===== config.mk =====
export PLATFORM = sky130hd
export DESIGN_NAME = isc_core
export DESIGN_NICKNAME = d
export VERILOG_FILES = /design/src/isc_pkg.sv /design/src/isc_grp_level.sv /design/src/isc_core.sv
export SDC_FILE = /design/constraint.sdc
export NUM_CORES = 1
export LEC_CHECK = 0
export BUFFER_PORTS_ARGS = -buffer_cell sky130_fd_sc_hd__buf_2
export CORE_ASPECT_RATIO = 1.2
export CORE_MARGIN = 10
export CORE_UTILIZATION = 30
export DETAILED_ROUTE_END_ITERATION = 7
export PLACE_DENSITY_LB_ADDON = 0.05
export SLEW_MARGIN = 40
export SYNTH_ARGS = -nofsm -noshare
export SYNTH_HDL_FRONTEND = slang
export SYNTH_SLANG_ARGS = --single-unit

===== constraint.sdc =====
create_clock -name clock -period 9.4 [get_ports clock]
set_input_delay 0.94 -clock clock [delete_from_list [all_inputs] [get_ports clock]]
set_output_delay 0.94 -clock clock [all_outputs]
set_load 0.005 [all_outputs]

===== src/isc_pkg.sv =====
// Constants, field layouts and carrier types for the interrupt and standby control block.
// Assumes a single 50 MHz clock domain and a plain address/strobe register port.
package isc_pkg;

   // Register offsets on the register port.
   localparam logic [15:0] ISC_PRIO_LO_OFS  = 16'hFF20;
   localparam logic [15:0] ISC_PRIO_HI_OFS  = 16'hFF21;
   localparam logic [15:0] ISC_EN_LO_OFS    = 16'hFF22;
   localparam logic [15:0] ISC_EN_HI_OFS    = 16'hFF23;
   localparam logic [15:0] ISC_FLAG_LO_OFS  = 16'hFF24;
   localparam logic [15:0] ISC_FLAG_HI_OFS  = 16'hFF25;
   localparam logic [15:0] ISC_VDET_OFS     = 16'hFF12;
   localparam logic [15:0] ISC_STBY_OFS     = 16'hFF26;

   // Reset values.
   localparam logic [7:0]  ISC_REG_RST      = 8'h00;
   localparam logic [14:0] ISC_FLAG_RST     = 15'h0000;
   localparam logic [1:0]  ISC_PRIO_RST     = 2'h0;

   // Field positions of the detector control and standby command registers.
   localparam int ISC_VDET_PERIODIC_BIT     = 5;
   localparam int ISC_VDET_CONT_BIT         = 4;
   localparam int ISC_STBY_HALT_BIT         = 0;
   localparam int ISC_STBY_SLEEP_BIT        = 1;

   // Flag vector layout: bits 6:0 lower register, bits 14:7 upper register.
   localparam int ISC_NUM_CAUSES            = 15;
   localparam int ISC_NUM_GROUPS            = 6;
   localparam logic [14:0] ISC_GRP_CLK_TIMER  = 15'h000F;
   localparam logic [14:0] ISC_GRP_STOPWATCH  = 15'h0070;
   localparam logic [14:0] ISC_GRP_SERIAL     = 15'h0380;
   localparam logic [14:0] ISC_GRP_KEY_PORT   = 15'h0C00;
   localparam logic [14:0] ISC_GRP_KEY_PAIR   = 15'h1000;
   localparam logic [14:0] ISC_GRP_PROG_TIMER = 15'h6000;

   // Sleep wake wait: 8192 low-speed oscillator cycles at 32.768 kHz.
   localparam int     ISC_OSC_WAIT_CYCLES   = 8192;
   localparam longint ISC_LOW_OSC_HZ        = 32768;
   localparam longint ISC_CLK_HZ            = 50000000;
   localparam longint ISC_WAKE_WAIT_CLKS    = (ISC_OSC_WAIT_CYCLES * ISC_CLK_HZ + ISC_LOW_OSC_HZ - 1) / ISC_LOW_OSC_HZ;

   // Standby controller states.
   typedef enum logic [3:0]
   {
      ISC_RUN   = 4'h1,
      ISC_HALT  = 4'h2,
      ISC_SLEEP = 4'h4,
      ISC_WAKE  = 4'h8
   } isc_state_t;

   // Event inputs from the peripherals, sampled on the system clock.
   typedef struct packed
   {
      logic       prog_timer1_underflow;
      logic       prog_timer0_underflow;
      logic       serial_rx_error;
      logic       serial_rx_done;
      logic       serial_tx_done;
      logic [2:0] stopwatch_levels;
      logic [3:0] clock_timer_levels;
   } isc_events_t;

   // Request presented to the CPU core.
   typedef struct packed
   {
      logic       valid;
      logic [1:0] level;
      logic [2:0] group;
   } isc_request_t;

endpackage


===== src/isc_grp_level.sv =====
// Per-group level qualifier for the interrupt and standby control block.
// Assumes flags, enables and priority code are registered in the caller.
`timescale 1ns/100ps
`default_nettype none
module isc_grp_level
   import isc_pkg::*;
(
   input  wire logic [14:0] flags,
   input  wire logic [14:0] enables,
   input  wire logic [14:0] group_mask,
   input  wire logic [1:0]  prio_code,
   output var  logic [1:0]  level
);

   // A group is pending if any enabled flag in it is set; a code of zero never requests.
   wire logic pending = |(flags & enables & group_mask);
   assign level = pending ? prio_code : ISC_PRIO_RST;

endmodule
`default_nettype wire


===== src/isc_core.sv =====
// Interrupt cause flags, enables, group priorities and standby control.
// Assumes peripheral event levels and key inputs are synchronous to clock.
//
// Chosen here: the address-and-strobe port.
`timescale 1ns/100ps
`default_nettype none
module isc_core
   import isc_pkg::*;
#(
   parameter longint WAKE_WAIT_CLKS = ISC_WAKE_WAIT_CLKS
)
(
   input  wire logic         clock,
   input  wire logic         rst_n,
   input  wire logic [15:0]  addr,
   input  wire logic [7:0]   wdata,
   input  wire logic         wr_stb,
   input  wire logic         rd_stb,
   output logic [7:0]        rdata,
   input  wire isc_events_t  events,
   input  wire logic [7:0]   key_input_port_low,
   input  wire logic [7:0]   key_compare_bits,
   input  wire logic         key_pair_input_a,
   input  wire logic         key_pair_input_b,
   input  wire logic         key_pair_compare_bit_a,
   input  wire logic         key_pair_compare_bit_b,
   input  wire logic         serial_async_mode,
   input  wire logic         vdet_sampling,
   input  wire logic         cpu_mask_bit0,
   input  wire logic         cpu_mask_bit1,
   output isc_request_t      irq,
   output logic              cpu_stopped,
   output logic              periph_stopped,
   output logic              wake_to_input_vector
);

   // Registered state.
   logic [14:0] flag_r;
   logic [14:0] en_r;
   logic [7:0]  prio_lo_r;
   logic [3:0]  prio_hi_r;
   logic        vdet_cont_r;
   logic        vdet_per_r;
   logic [2:0]  sw_prev_r;
   logic [3:0]  tm_prev_r;
   logic        key_lo_prev_r;
   logic        key_hi_prev_r;
   logic        key_pair_prev_r;
   logic [23:0] wait_cnt_r;
   isc_state_t  state_r;
   isc_state_t  state_nxt;

   // Read decode: one word per offset, unmapped addresses read zero.
   function automatic logic hit(input logic [15:0] a, input logic [15:0] ofs);
      hit = (a == ofs);
   endfunction

   // Mismatch detection, edge qualified so a held mismatch sets the flag once.
   wire logic key_lo_mis   = |(key_input_port_low[3:0] ^ key_compare_bits[3:0]);
   wire logic key_hi_mis   = |(key_input_port_low[7:4] ^ key_compare_bits[7:4]);
   wire logic key_pair_mis = (key_pair_input_a ^ key_pair_compare_bit_a)
                           | (key_pair_input_b ^ key_pair_compare_bit_b);

   // Set events in flag vector order (upper register then lower register).
   wire logic [3:0] tm_rise = events.clock_timer_levels & ~tm_prev_r;
   wire logic [2:0] sw_fall = ~events.stopwatch_levels & sw_prev_r;
   wire logic [14:0] set_vec =
   {
      events.prog_timer1_underflow,
      events.prog_timer0_underflow,
      key_pair_mis & ~key_pair_prev_r,
      key_hi_mis & ~key_hi_prev_r,
      key_lo_mis & ~key_lo_prev_r,
      events.serial_rx_error & serial_async_mode,
      events.serial_rx_done,
      events.serial_tx_done,
      sw_fall,
      tm_rise
   };

   // Write-one-to-clear masks; a set in the same cycle wins over the clear.
   wire logic wr_flag_lo = wr_stb & hit(addr, ISC_FLAG_LO_OFS);
   wire logic wr_flag_hi = wr_stb & hit(addr, ISC_FLAG_HI_OFS);
   wire logic [14:0] clr_vec = {wr_flag_hi ? wdata : 8'h00, wr_flag_lo ? wdata[6:0] : 7'h00};
   wire logic [14:0] flag_nxt = set_vec | (flag_r & ~clr_vec);

   // Group level evaluation, one instance per group.
   logic [1:0] lvl [ISC_NUM_GROUPS];
   wire logic [14:0] grp_masks [ISC_NUM_GROUPS] =
      '{ISC_GRP_CLK_TIMER, ISC_GRP_STOPWATCH, ISC_GRP_SERIAL,
        ISC_GRP_KEY_PORT, ISC_GRP_KEY_PAIR, ISC_GRP_PROG_TIMER};
   wire logic [1:0] grp_prio [ISC_NUM_GROUPS] =
      '{prio_lo_r[1:0], prio_lo_r[3:2], prio_lo_r[5:4], prio_lo_r[7:6], prio_hi_r[1:0], prio_hi_r[3:2]};

   genvar g;
   generate
      for (g = 0; g < ISC_NUM_GROUPS; g++)
      begin : grp
         isc_grp_level u_lvl
         (
            .flags      (flag_r),
            .enables    (en_r),
            .group_mask (grp_masks[g]),
            .prio_code  (grp_prio[g]),
            .level      (lvl[g])
         );
      end
   endgenerate

   // Highest level wins; equal levels go to the higher-numbered group in fixed order.
   logic [1:0] best_lvl;
   logic [2:0] best_grp;
   always_comb
   begin
      best_lvl = 2'h0;
      best_grp = 3'h0;
      for (int i = 0; i < ISC_NUM_GROUPS; i++)
      begin
         if (lvl[i] != 2'h0 && lvl[i] >= best_lvl)
         begin
            best_lvl = lvl[i];
            best_grp = 3'(i);
         end
      end
   end

   // Request only above the CPU mask level; the mask itself stays in the core.
   wire logic [1:0] cpu_mask = {cpu_mask_bit1, cpu_mask_bit0};
   wire logic req_ok = (best_lvl > cpu_mask);
   wire logic any_key_pending = |(flag_r & en_r & (ISC_GRP_KEY_PORT | ISC_GRP_KEY_PAIR));

   // Standby command decode.
   wire logic wr_stby   = wr_stb & hit(addr, ISC_STBY_OFS);
   wire logic halt_cmd  = wr_stby & wdata[ISC_STBY_HALT_BIT];
   wire logic sleep_cmd = wr_stby & wdata[ISC_STBY_SLEEP_BIT];
   wire logic wait_done = (wait_cnt_r == 24'h000000);

   // Standby sequencing.
   always_comb
   begin
      state_nxt = state_r;
      case (state_r)
         ISC_RUN:
            if (sleep_cmd)
               state_nxt = ISC_SLEEP;
            else if (halt_cmd)
               state_nxt = ISC_HALT;
         ISC_HALT:
            if (req_ok)
               state_nxt = ISC_RUN;
         ISC_SLEEP:
            if (any_key_pending)
               state_nxt = ISC_WAKE;
         ISC_WAKE:
            if (wait_done)
               state_nxt = ISC_RUN;
         default:
            state_nxt = ISC_RUN;
      endcase
   end

   // Register read mux; detector busy bit reflects live sampling.
   wire logic [7:0] rd_mux =
      hit(addr, ISC_PRIO_LO_OFS) ? prio_lo_r :
      hit(addr, ISC_PRIO_HI_OFS) ? {4'h0, prio_hi_r} :
      hit(addr, ISC_EN_LO_OFS)   ? {1'b0, en_r[6:0]} :
      hit(addr, ISC_EN_HI_OFS)   ? en_r[14:7] :
      hit(addr, ISC_FLAG_LO_OFS) ? {1'b0, flag_r[6:0]} :
      hit(addr, ISC_FLAG_HI_OFS) ? flag_r[14:7] :
      hit(addr, ISC_VDET_OFS)    ? {2'b00, vdet_per_r, vdet_cont_r | vdet_sampling, 4'h0} :
      hit(addr, ISC_STBY_OFS)    ? {6'h00, state_r == ISC_SLEEP, state_r == ISC_HALT} :
                                   8'h00;

   // Cause flags and edge history.
   always_ff @(posedge clock or negedge rst_n)
   begin
      if (!rst_n)
      begin
         flag_r          <= ISC_FLAG_RST;
         sw_prev_r       <= 3'h0;
         tm_prev_r       <= 4'h0;
         key_lo_prev_r   <= 1'b0;
         key_hi_prev_r   <= 1'b0;
         key_pair_prev_r <= 1'b0;
      end
      else
      begin
         flag_r          <= flag_nxt;
         sw_prev_r       <= events.stopwatch_levels;
         tm_prev_r       <= events.clock_timer_levels;
         key_lo_prev_r   <= key_lo_mis;
         key_hi_prev_r   <= key_hi_mis;
         key_pair_prev_r <= key_pair_mis;
      end
   end

   // Enables and priorities, written by software.
   always_ff @(posedge clock or negedge rst_n)
   begin
      if (!rst_n)
      begin
         en_r      <= ISC_FLAG_RST;
         prio_lo_r <= ISC_REG_RST;
         prio_hi_r <= 4'h0;
      end
      else if (wr_stb)
      begin
         if (hit(addr, ISC_EN_LO_OFS))
            en_r[6:0] <= wdata[6:0];
         if (hit(addr, ISC_EN_HI_OFS))
            en_r[14:7] <= wdata;
         if (hit(addr, ISC_PRIO_LO_OFS))
            prio_lo_r <= wdata;
         if (hit(addr, ISC_PRIO_HI_OFS))
            prio_hi_r <= wdata[3:0];
      end
   end

   // Detector control bits; sleep forces both to zero while sampling finishes.
   always_ff @(posedge clock or negedge rst_n)
   begin
      if (!rst_n)
      begin
         vdet_cont_r <= 1'b0;
         vdet_per_r  <= 1'b0;
      end
      else if (state_r == ISC_SLEEP || sleep_cmd)
      begin
         vdet_cont_r <= 1'b0;
         vdet_per_r  <= 1'b0;
      end
      else if (wr_stb && hit(addr, ISC_VDET_OFS))
      begin
         vdet_cont_r <= wdata[ISC_VDET_CONT_BIT];
         vdet_per_r  <= wdata[ISC_VDET_PERIODIC_BIT];
      end
   end

   // State, wake counter and registered outputs.
   always_ff @(posedge clock or negedge rst_n)
   begin
      if (!rst_n)
      begin
         state_r              <= ISC_RUN;
         wait_cnt_r           <= 24'h000000;
         rdata                <= ISC_REG_RST;
         irq                  <= '0;
         cpu_stopped          <= 1'b0;
         periph_stopped       <= 1'b0;
         wake_to_input_vector <= 1'b0;
      end
      else
      begin
         state_r    <= state_nxt;
         wait_cnt_r <= (state_r == ISC_SLEEP) ? 24'(WAKE_WAIT_CLKS - 1)
                     : (wait_done ? wait_cnt_r : wait_cnt_r - 24'h000001);
         rdata      <= rd_stb ? rd_mux : ISC_REG_RST;
         irq        <= '{valid: req_ok, level: best_lvl, group: best_grp};
         cpu_stopped    <= (state_nxt != ISC_RUN);
         periph_stopped <= (state_nxt == ISC_SLEEP) & ~vdet_sampling;
         wake_to_input_vector <= (state_r == ISC_WAKE) & wait_done;
      end
   end

   // Checks on the behaviour above.
   property p_flag_clear;
      @(posedge clock) disable iff (!rst_n)
      (wr_flag_hi && wdata[7] && !events.prog_timer1_underflow) |=> !flag_r[14];
   endproperty
   a_flag_clear: assert property (p_flag_clear) else $error("Flag not cleared by write one.");

   property p_flag_hold;
      @(posedge clock) disable iff (!rst_n)
      (flag_r[0] && !wr_flag_lo) |=> flag_r[0];
   endproperty
   a_flag_hold: assert property (p_flag_hold) else $error("Flag dropped without clear.");

   property p_tm_edge;
      @(posedge clock) disable iff (!rst_n)
      ($rose(events.clock_timer_levels[3])) |=> flag_r[3];
   endproperty
   a_tm_edge: assert property (p_tm_edge) else $error("Timer edge did not set flag.");

   property p_sw_edge;
      @(posedge clock) disable iff (!rst_n)
      ($fell(events.stopwatch_levels[2])) |=> flag_r[6];
   endproperty
   a_sw_edge: assert property (p_sw_edge) else $error("Stopwatch edge did not set flag.");

   property p_pt_set;
      @(posedge clock) disable iff (!rst_n)
      events.prog_timer0_underflow |=> flag_r[13];
   endproperty
   a_pt_set: assert property (p_pt_set) else $error("Timer underflow flag not set.");

   property p_req_mask;
      @(posedge clock) disable iff (!rst_n)
      irq.valid |-> (irq.level > $past(cpu_mask)) && (irq.level != 2'h0);
   endproperty
   a_req_mask: assert property (p_req_mask) else $error("Request at or below mask level.");

   property p_no_en_no_req;
      @(posedge clock) disable iff (!rst_n)
      (en_r == 15'h0000) |=> !irq.valid;
   endproperty
   a_no_en_no_req: assert property (p_no_en_no_req) else $error("Request with nothing enabled.");

   property p_sleep_vdet;
      @(posedge clock) disable iff (!rst_n)
      (state_r == ISC_SLEEP) |-> ##1 (!vdet_cont_r && !vdet_per_r);
   endproperty
   a_sleep_vdet: assert property (p_sleep_vdet) else $error("Detector bits kept in sleep.");

   property p_halt_wake;
      @(posedge clock) disable iff (!rst_n)
      (state_r == ISC_HALT && req_ok) |=> (state_r == ISC_RUN);
   endproperty
   a_halt_wake: assert property (p_halt_wake) else $error("Halt not ended by request.");

   property p_en_readback;
      @(posedge clock) disable iff (!rst_n)
      (rd_stb && hit(addr, ISC_EN_HI_OFS)) |=> (rdata == $past(en_r[14:7]));
   endproperty
   a_en_readback: assert property (p_en_readback) else $error("Enable readback differs.");

   property p_key_set;
      @(posedge clock) disable iff (!rst_n)
      (key_lo_mis && !key_lo_prev_r) |=> flag_r[10];
   endproperty
   a_key_set: assert property (p_key_set) else $error("Key mismatch did not set flag.");

   property p_wake_pulse;
      @(posedge clock) disable iff (!rst_n)
      wake_to_input_vector |-> (state_r == ISC_RUN) && !cpu_stopped;
   endproperty
   a_wake_pulse: assert property (p_wake_pulse) else $error("Wake pulse without resume.");

   property p_sleep_stop;
      @(posedge clock) disable iff (!rst_n)
      (state_r == ISC_SLEEP && !vdet_sampling && !any_key_pending) |=> periph_stopped;
   endproperty
   a_sleep_stop: assert property (p_sleep_stop) else $error("Peripherals run in sleep.");

endmodule
`default_nettype wire


# Word level (Yosys, flattened, before mapping)
# Cells that the tools add are included.
totals:
  ff_bits: 99
  elab_cells: 141
  out_inout_bits: 17
  inputBits: 64
op_classes:
  order_cmp: 7
  eq_ne: 15
  addsub: 1
  bitwise_logic: 29
  muxes: 40
  n_reduce_logical: 28
op_table:
  columns: ["op", "n"]
  rows:
  - ["$eq A16 B16 Y1 const B", 8]
  - ["$mux W8", 8]
  - ["$mux W24", 2]
  - ["$and A15 B15 Y15", 2]
  - ["$mux W2", 13]
  - ["$logic_not A24 Y1", 1]
  - ["$sub A24 B1 Y24 const B", 1]
  - ["$mux W4", 5]
  - ["$pmux W4 S4", 1]
  - ["$not A15 Y15", 1]
  - ["$or A15 B15 Y15", 1]
  - ["$reduce_bool A2 Y1", 7]
  - ["$mux W3", 4]
  - ["$reduce_or A4 Y1", 3]
  - ["$and A1 B1 Y1", 11]
  - ["$ge A2 B2 Y1", 5]
  - ["$reduce_or A3 Y1", 3]
  - ["$eq A4 B3 Y1 const B", 2]
  - ["$reduce_and A2 Y1", 4]
  - ["$xor A4 B4 Y4", 2]
  - ["$logic_and A1 B1 Y1", 7]
  - ["$mux W7", 1]
  - ["$mux W6", 1]
  - ["$mux W1", 5]
  - ["other kinds (16)", 22]

# Longest topological paths before layout
logic_depth:
  depth_word: 26
  mapped_depth: 35
  depth_no_buf: 35

# Modules after synthesis
# From an unflattened synthesis, not the netlist that was laid out.
unflattened:
  hier_cells: 601
  hier_area_um2: 5769.3
modules_own_cells:
  columns: ["mod", "seq_area_each_um2", "n_inst", "area_each_um2", "cells_each"]
  rows:
  - ["isc_core", 2478.6, 1, 4973.5, 475]
  - ["isc_grp_level", 0.0, 6, 132.6, 21]

# Least setup slack after synthesis
# No wires, ideal clock.
synth_timing:
  kind: "flip-flop to flip-flop"
  from: "reg en_r[4]"
  to: "reg cpu_stopped"
  n_path_buf: 0
  t_arrival_ns: 6.475
  stages_incl_launch_ff: 34
  setup_slack_ns: 2.773
  setup_time_ns: 0.152
  t_required_ns: 9.248
  cell_sequence: "dfrtp_1 a222oi_1 nand2b_1 ha_1 nor2b_1 a2111o_1 a32o_1 ha_1 nand2b_1 a21oi_1 nor2_1 a21o_1 ha_1 nor2b_1 o21bai_1 nand3_1 a21oi_1 nand2_1 ha_1 nand2b_1 a21oi_1 nor3_1 a31oi_1 ha_1 nand2b_1 a21oi_1 o22ai_1 a211oi_1 a21o_1 ha_1 a2bb2oi_1 nor3b_1 o311ai_0 a22oi_1"
synth_between:
  elab_chain_cells: 22
synth_lines:
  columns: ["item", "line", "text"]
  rows:
  - ["from (decl)", "isc_core.sv:39", "logic [14:0] en_r;"]
  - ["from (signal assigned)", "isc_core.sv:209", "en_r[6:0] <= wdata[6:0];"]
  - ["$and A15 B15 Y15 (*)", null, null]
  - ["$reduce_or A3 Y1 (*)", "isc_grp_level.sv:16", "wire logic pending = |(flags & enables & group_mask);"]
  - ["$mux W2 (*)", "isc_grp_level.sv:17", "assign level = pending ? prio_code : ISC_PRIO_RST;"]
  - ["$ge A2 B2 Y1 or $reduce_bool A2 Y1 (tied branches)", "isc_core.sv:119", "if (lvl[i] != 2'h0 && lvl[i] >= best_lvl)"]
  - ["$logic_and A1 B1 Y1", "isc_core.sv:119", null]
  - ["$mux W2 (*)", "isc_core.sv:119", null]
  - ["$ge A2 B2 Y1", "isc_core.sv:119", null]
  - ["$logic_and A1 B1 Y1", "isc_core.sv:119", null]
  - ["[... 7 more ...]", null, null]
  - ["$ge A2 B2 Y1", "isc_core.sv:119", null]
  - ["$logic_and A1 B1 Y1", "isc_core.sv:119", null]
  - ["$mux W2 (*)", "isc_core.sv:119", null]
  - ["$gt A2 B2 Y1 (*)", "isc_core.sv:129", "wire logic req_ok = (best_lvl > cpu_mask);"]
  - ["via req_ok", "isc_core.sv:129", null]
  - ["$mux W4 (*)", "isc_core.sv:149", "if (req_ok)"]
  - ["$pmux W4 S4 (*)", "isc_core.sv:142", "case (state_r)"]
  - ["$ne A4 B1 Y1 (*)", "isc_core.sv:259", "cpu_stopped <= (state_nxt != ISC_RUN);"]
  - ["to (signal assigned)", "isc_core.sv:259", null]
  - ["to (decl)", "isc_core.sv:32", "output logic cpu_stopped,"]
# The timed path passes the listed nets; every way through them passes the cells marked *.
# A chain may end at the register's enable or synchronous reset.

# Worst setup path after layout
# Same ends and word-level chain as after synthesis.

==> impl_metrics.py <==
metrics = {
    "die": {
        "ios": 81,
        "dieHeight_um": 167,
        "fp.dieW_um": 142,
        "core_area_um2": 17600,
        "effective_utilization_at_floorplan_pct": 30.6,
        "fp-row-count": 53,
        "floorplan.die_area_um2": 23700,
    },
    "setup_path": {
        "worst-r2r-setup-slack_ns": 1.62,
        "r2r_end": "cpu_stopped",
        "worstPathMaxFanout": 4,
        "timing.critical_path.required_ns": 9.61,
        "critPathMostFrequentCell": "ha_1",
        "worstRegToRegCells": 33,
        "worstSetupEndpointType": "flop",
        "worst_path_largest_cell_delay_ns": 0.67,
        "setup.worst_path.start_class": "flop",
        "cp.arrival_ns": 7.99,
        "critical_path.slowest_cell": "a222oi_1",
        "worstSetupPathType": "flop to flop",
        "critical_path.reg2reg.startpoint": "en_r[4]",
    },
    "timing": {
        "worst_pin_slew_ns": 0.862,
        "finalClockSkew_ns": 0.00999,
        "fin_crit_ns": 7.78,
        "setup-violations-final": 0,
        "worst_hold_slack_ns": 0.486,
        "max_slew_violations": 0,
        "rsz0062_at_grt": "false",
        "finalCritPeriodShare_pct": 82.8,
        "max_slew_headroom_pct": 42.3,
        "final_hold_viol_count": 0,
        "timing.setup.tns_ns": 0,
        "fmax_ghz": 0.129,
    },
    "worst_hold_path": {
        "min-delay-path-class": "input pin to async pin",
    },
    "placed_design": {
        "globalplace.congestion": 0.834,
        "place_hpwl_um": 12000,
        "placement.io_buffers": 80,
    },
    "global_route": {
        "antenna_found_initial": 0,
        "grt_overflow_total": 0,
        "groute.usage.overall_pct": 13.4,
        "grt_start_max_net_pins": 75,
        "grt_first_pass_wirelength_um": 25300,
        "first_global_vias": 4587,
    },
    "status": {
        "run_status": "finished, final reports clean",
    },
    "flow_run": {
        "max_cap_violations": 0,
    },
    "power_and_ir_drop": {
        "power_switching_share_pct": 31.8,
        "p_comb_share_pct": 17.6,
        "share_of_power_burned_in_the_clock_network_pct": 33.7,
        "pwr_density_cell_nw_per_um2": 177,
        "total_power_mw": 1.11,
        "total_switching_power_mw": 0.354,
        "sequentialPowerShare_pct": 48.7,
        "internal_power_mw": 0.759,
        "cellLeakagePower_nw": 2.94,
        "vdd_drop_max_mv": 0.0852,
    },
    "synthesis": {
        "synth_seq_cells": 99,
        "synth_edf_count": 0,
        "synthCells": 527,
        "yosys_most_used_dff": "dfrtp_1",
        "synth.yosys.seq_area_share_pct": 46.1,
        "synth.distinct_cells": 64,
        "nets_in_the_synthesized_netlist": 610,
        "async_set_or_reset_register_ratio_after_synthesis_pct": 100,
        "synth.avg_cell_area_um2": 10.2,
        "post_synth_instance_area_um2": 5370,
        "warning_count_from_the_yosys_run": 0,
    },
    "detailed_routing": {
        "dr_pass1_iterations": 5,
        "route.antenna.remaining_nets": 0,
        "via_total_after_detailed_routing": 4393,
        "routed_wirelength_um": 15900,
        "post_drt_wl_per_cell_um": 19.3,
        "via_per_inst": 5.32,
        "detail_route.drc_violations": 0,
        "initial_drt_markers": 235,
    },
    "clock_tree": {
        "cts_tree": "built",
        "hold_buffers": 0,
        "ctsHtreeMaxLevel": 3,
        "clock_latency_ns": 0.36,
        "cts-resized-gates": 0,
        "tritoncts_num_sinks": 99,
        "clock_tree.buffer_depth": 2,
        "cts_post_setup_buffers_inserted": 0,
        "inserted_clock_buffers": 9,
        "cts_root_buffer": "clkbuf_16",
        "clk_pin_slew_ns": 0.07,
    },
    "cells_and_area": {
        "drive_above_1_share_pct": 20.3,
        "antenna-diode-count": 0,
        "final.fill_count": 1786,
        "nNetsFinal": 684,
        "area_delta_synth_final_pct": 16.9,
        "layout.cells.most_common": "dfrtp_1",
        "final_cell_mix": "dfrtp_1 (98), buf_2 (79), nand2_1 (47)",
    },
}
cell usage after synthesis (4+ instances only):
cell	instances	area share (%)
mux2_2	11	2.3
nor3_1	9	0.84
or3_1	4	0.47
dfrtp_1	98	46
mux2_1	19	4.0
o21ai_0	5	0.47
nor2b_1	12	1.4
buf_2	7	0.65
a32o_1	4	0.75
nor2_1	27	1.9
nand3_1	7	0.65
nand4_1	12	1.4
o211ai_1	7	0.98
and3_1	13	1.5
nand2_1	47	3.3
inv_1	32	2.2
a21oi_1	31	2.9
xnor2_1	19	3.1
ha_1	19	4.4
o21ai_1	12	1.1
a22oi_1	4	0.56
or4_1	6	0.84
clkbuf_1	9	0.63
and2_1	4	0.47
a211oi_1	7	0.98
and4_1	5	0.81
nand2b_1	12	1.4
a222oi_1	5	0.93
a22o_1	15	2.4
a21o_1	8	1.1
mux2i_1	5	0.93
o22ai_1	5	0.58
metal layers:
layer	vias up	wire length, µm	GRT usage [%]
li1	2080	-	-
met4	0	270	4.49
met2	116	8330	23.6
met3	20	536	2.39
met1	2177	6790	16.0
met5	-	0	0
registers in the layout (all words and copies together), names as in the netlist, 3 cells and up:
register	flops
en_r	15
flag_r	15
irq	6
prio_hi_r	4
prio_lo_r	8
rdata	8
state_r	4
sw_prev_r	3
tm_prev_r	4
wait_cnt_r	24
critical path, delay by kind of cell, from the launching register on:
kind            cells  cell delay [ns]
compound gates     16             4.31
simple gates       11             1.39
fa+ha+maj           6             1.53
flops               1             0.40
power by group through the flow:
stage          clock network, mW  registers [mW]  logic, mW
6_report                   0.375           0.542      0.196
2_1_floorplan                  0           0.534      0.143
4_1_cts                    0.390           0.542      0.200
5_1_grt                    0.406           0.551      0.224
3_3_place_gp                   0           0.549      0.195
3_5_place_dp                   0           0.550      0.199
layout make-up:
type / instances / area (µm²) / share of cell area [%]
Clock inverter: 7 / 66.3 / 1.06
Tap cell: 220 / 275 / 4.38
Inverter: 32 / 120 / 1.91
Timing Repair Buffer: 82 / 422 / 6.71
Multi-Input combinational cell: 377 / 2700 / 42.9
Clock buffer: 9 / 225 / 3.58
Sequential cell: 99 / 2480 / 39.4
metrics by stage:
step	cell area [µm²]	util [%]	cells	setup WS, ns
detailed placement	5990	34.1	810	1.66
floorplan	5370	-	527	2.77
finish	6280	35.8	826	1.62
CTS	6280	35.8	826	1.63
global route	6280	35.8	826	1.09
global placement	5990	34.1	810	2.05
cells by family (layout without fill, tap and decap cells):
group                      after synthesis  count (layout)  share of synthesized area, %
buffers and inverters                   51             130                          3.86
DFF                                     99              99                          46.1
AOI/OAI and AO/OA                      124             124                          16.1
xor gates and xnor gates                19              19                          3.10
adders and majority gates               19              19                          4.42
and+or+nand+nor                        180             180                          19.1
muxes                                   35              35                          7.22
how the worst max path moves through the flow:
stage | startpoint | cells after the start | end
after floorplan | en_r[4] | 33 | cpu_stopped
after global placement | flag_r[4] | 33 | cpu_stopped
after detailed placement | en_r[4] | 33 | cpu_stopped
after CTS | en_r[4] | 33 | cpu_stopped
after global routing | en_r[4] | 33 | cpu_stopped
final | en_r[4] | 33 | cpu_stopped
Power figures use the tool's default switching activity.
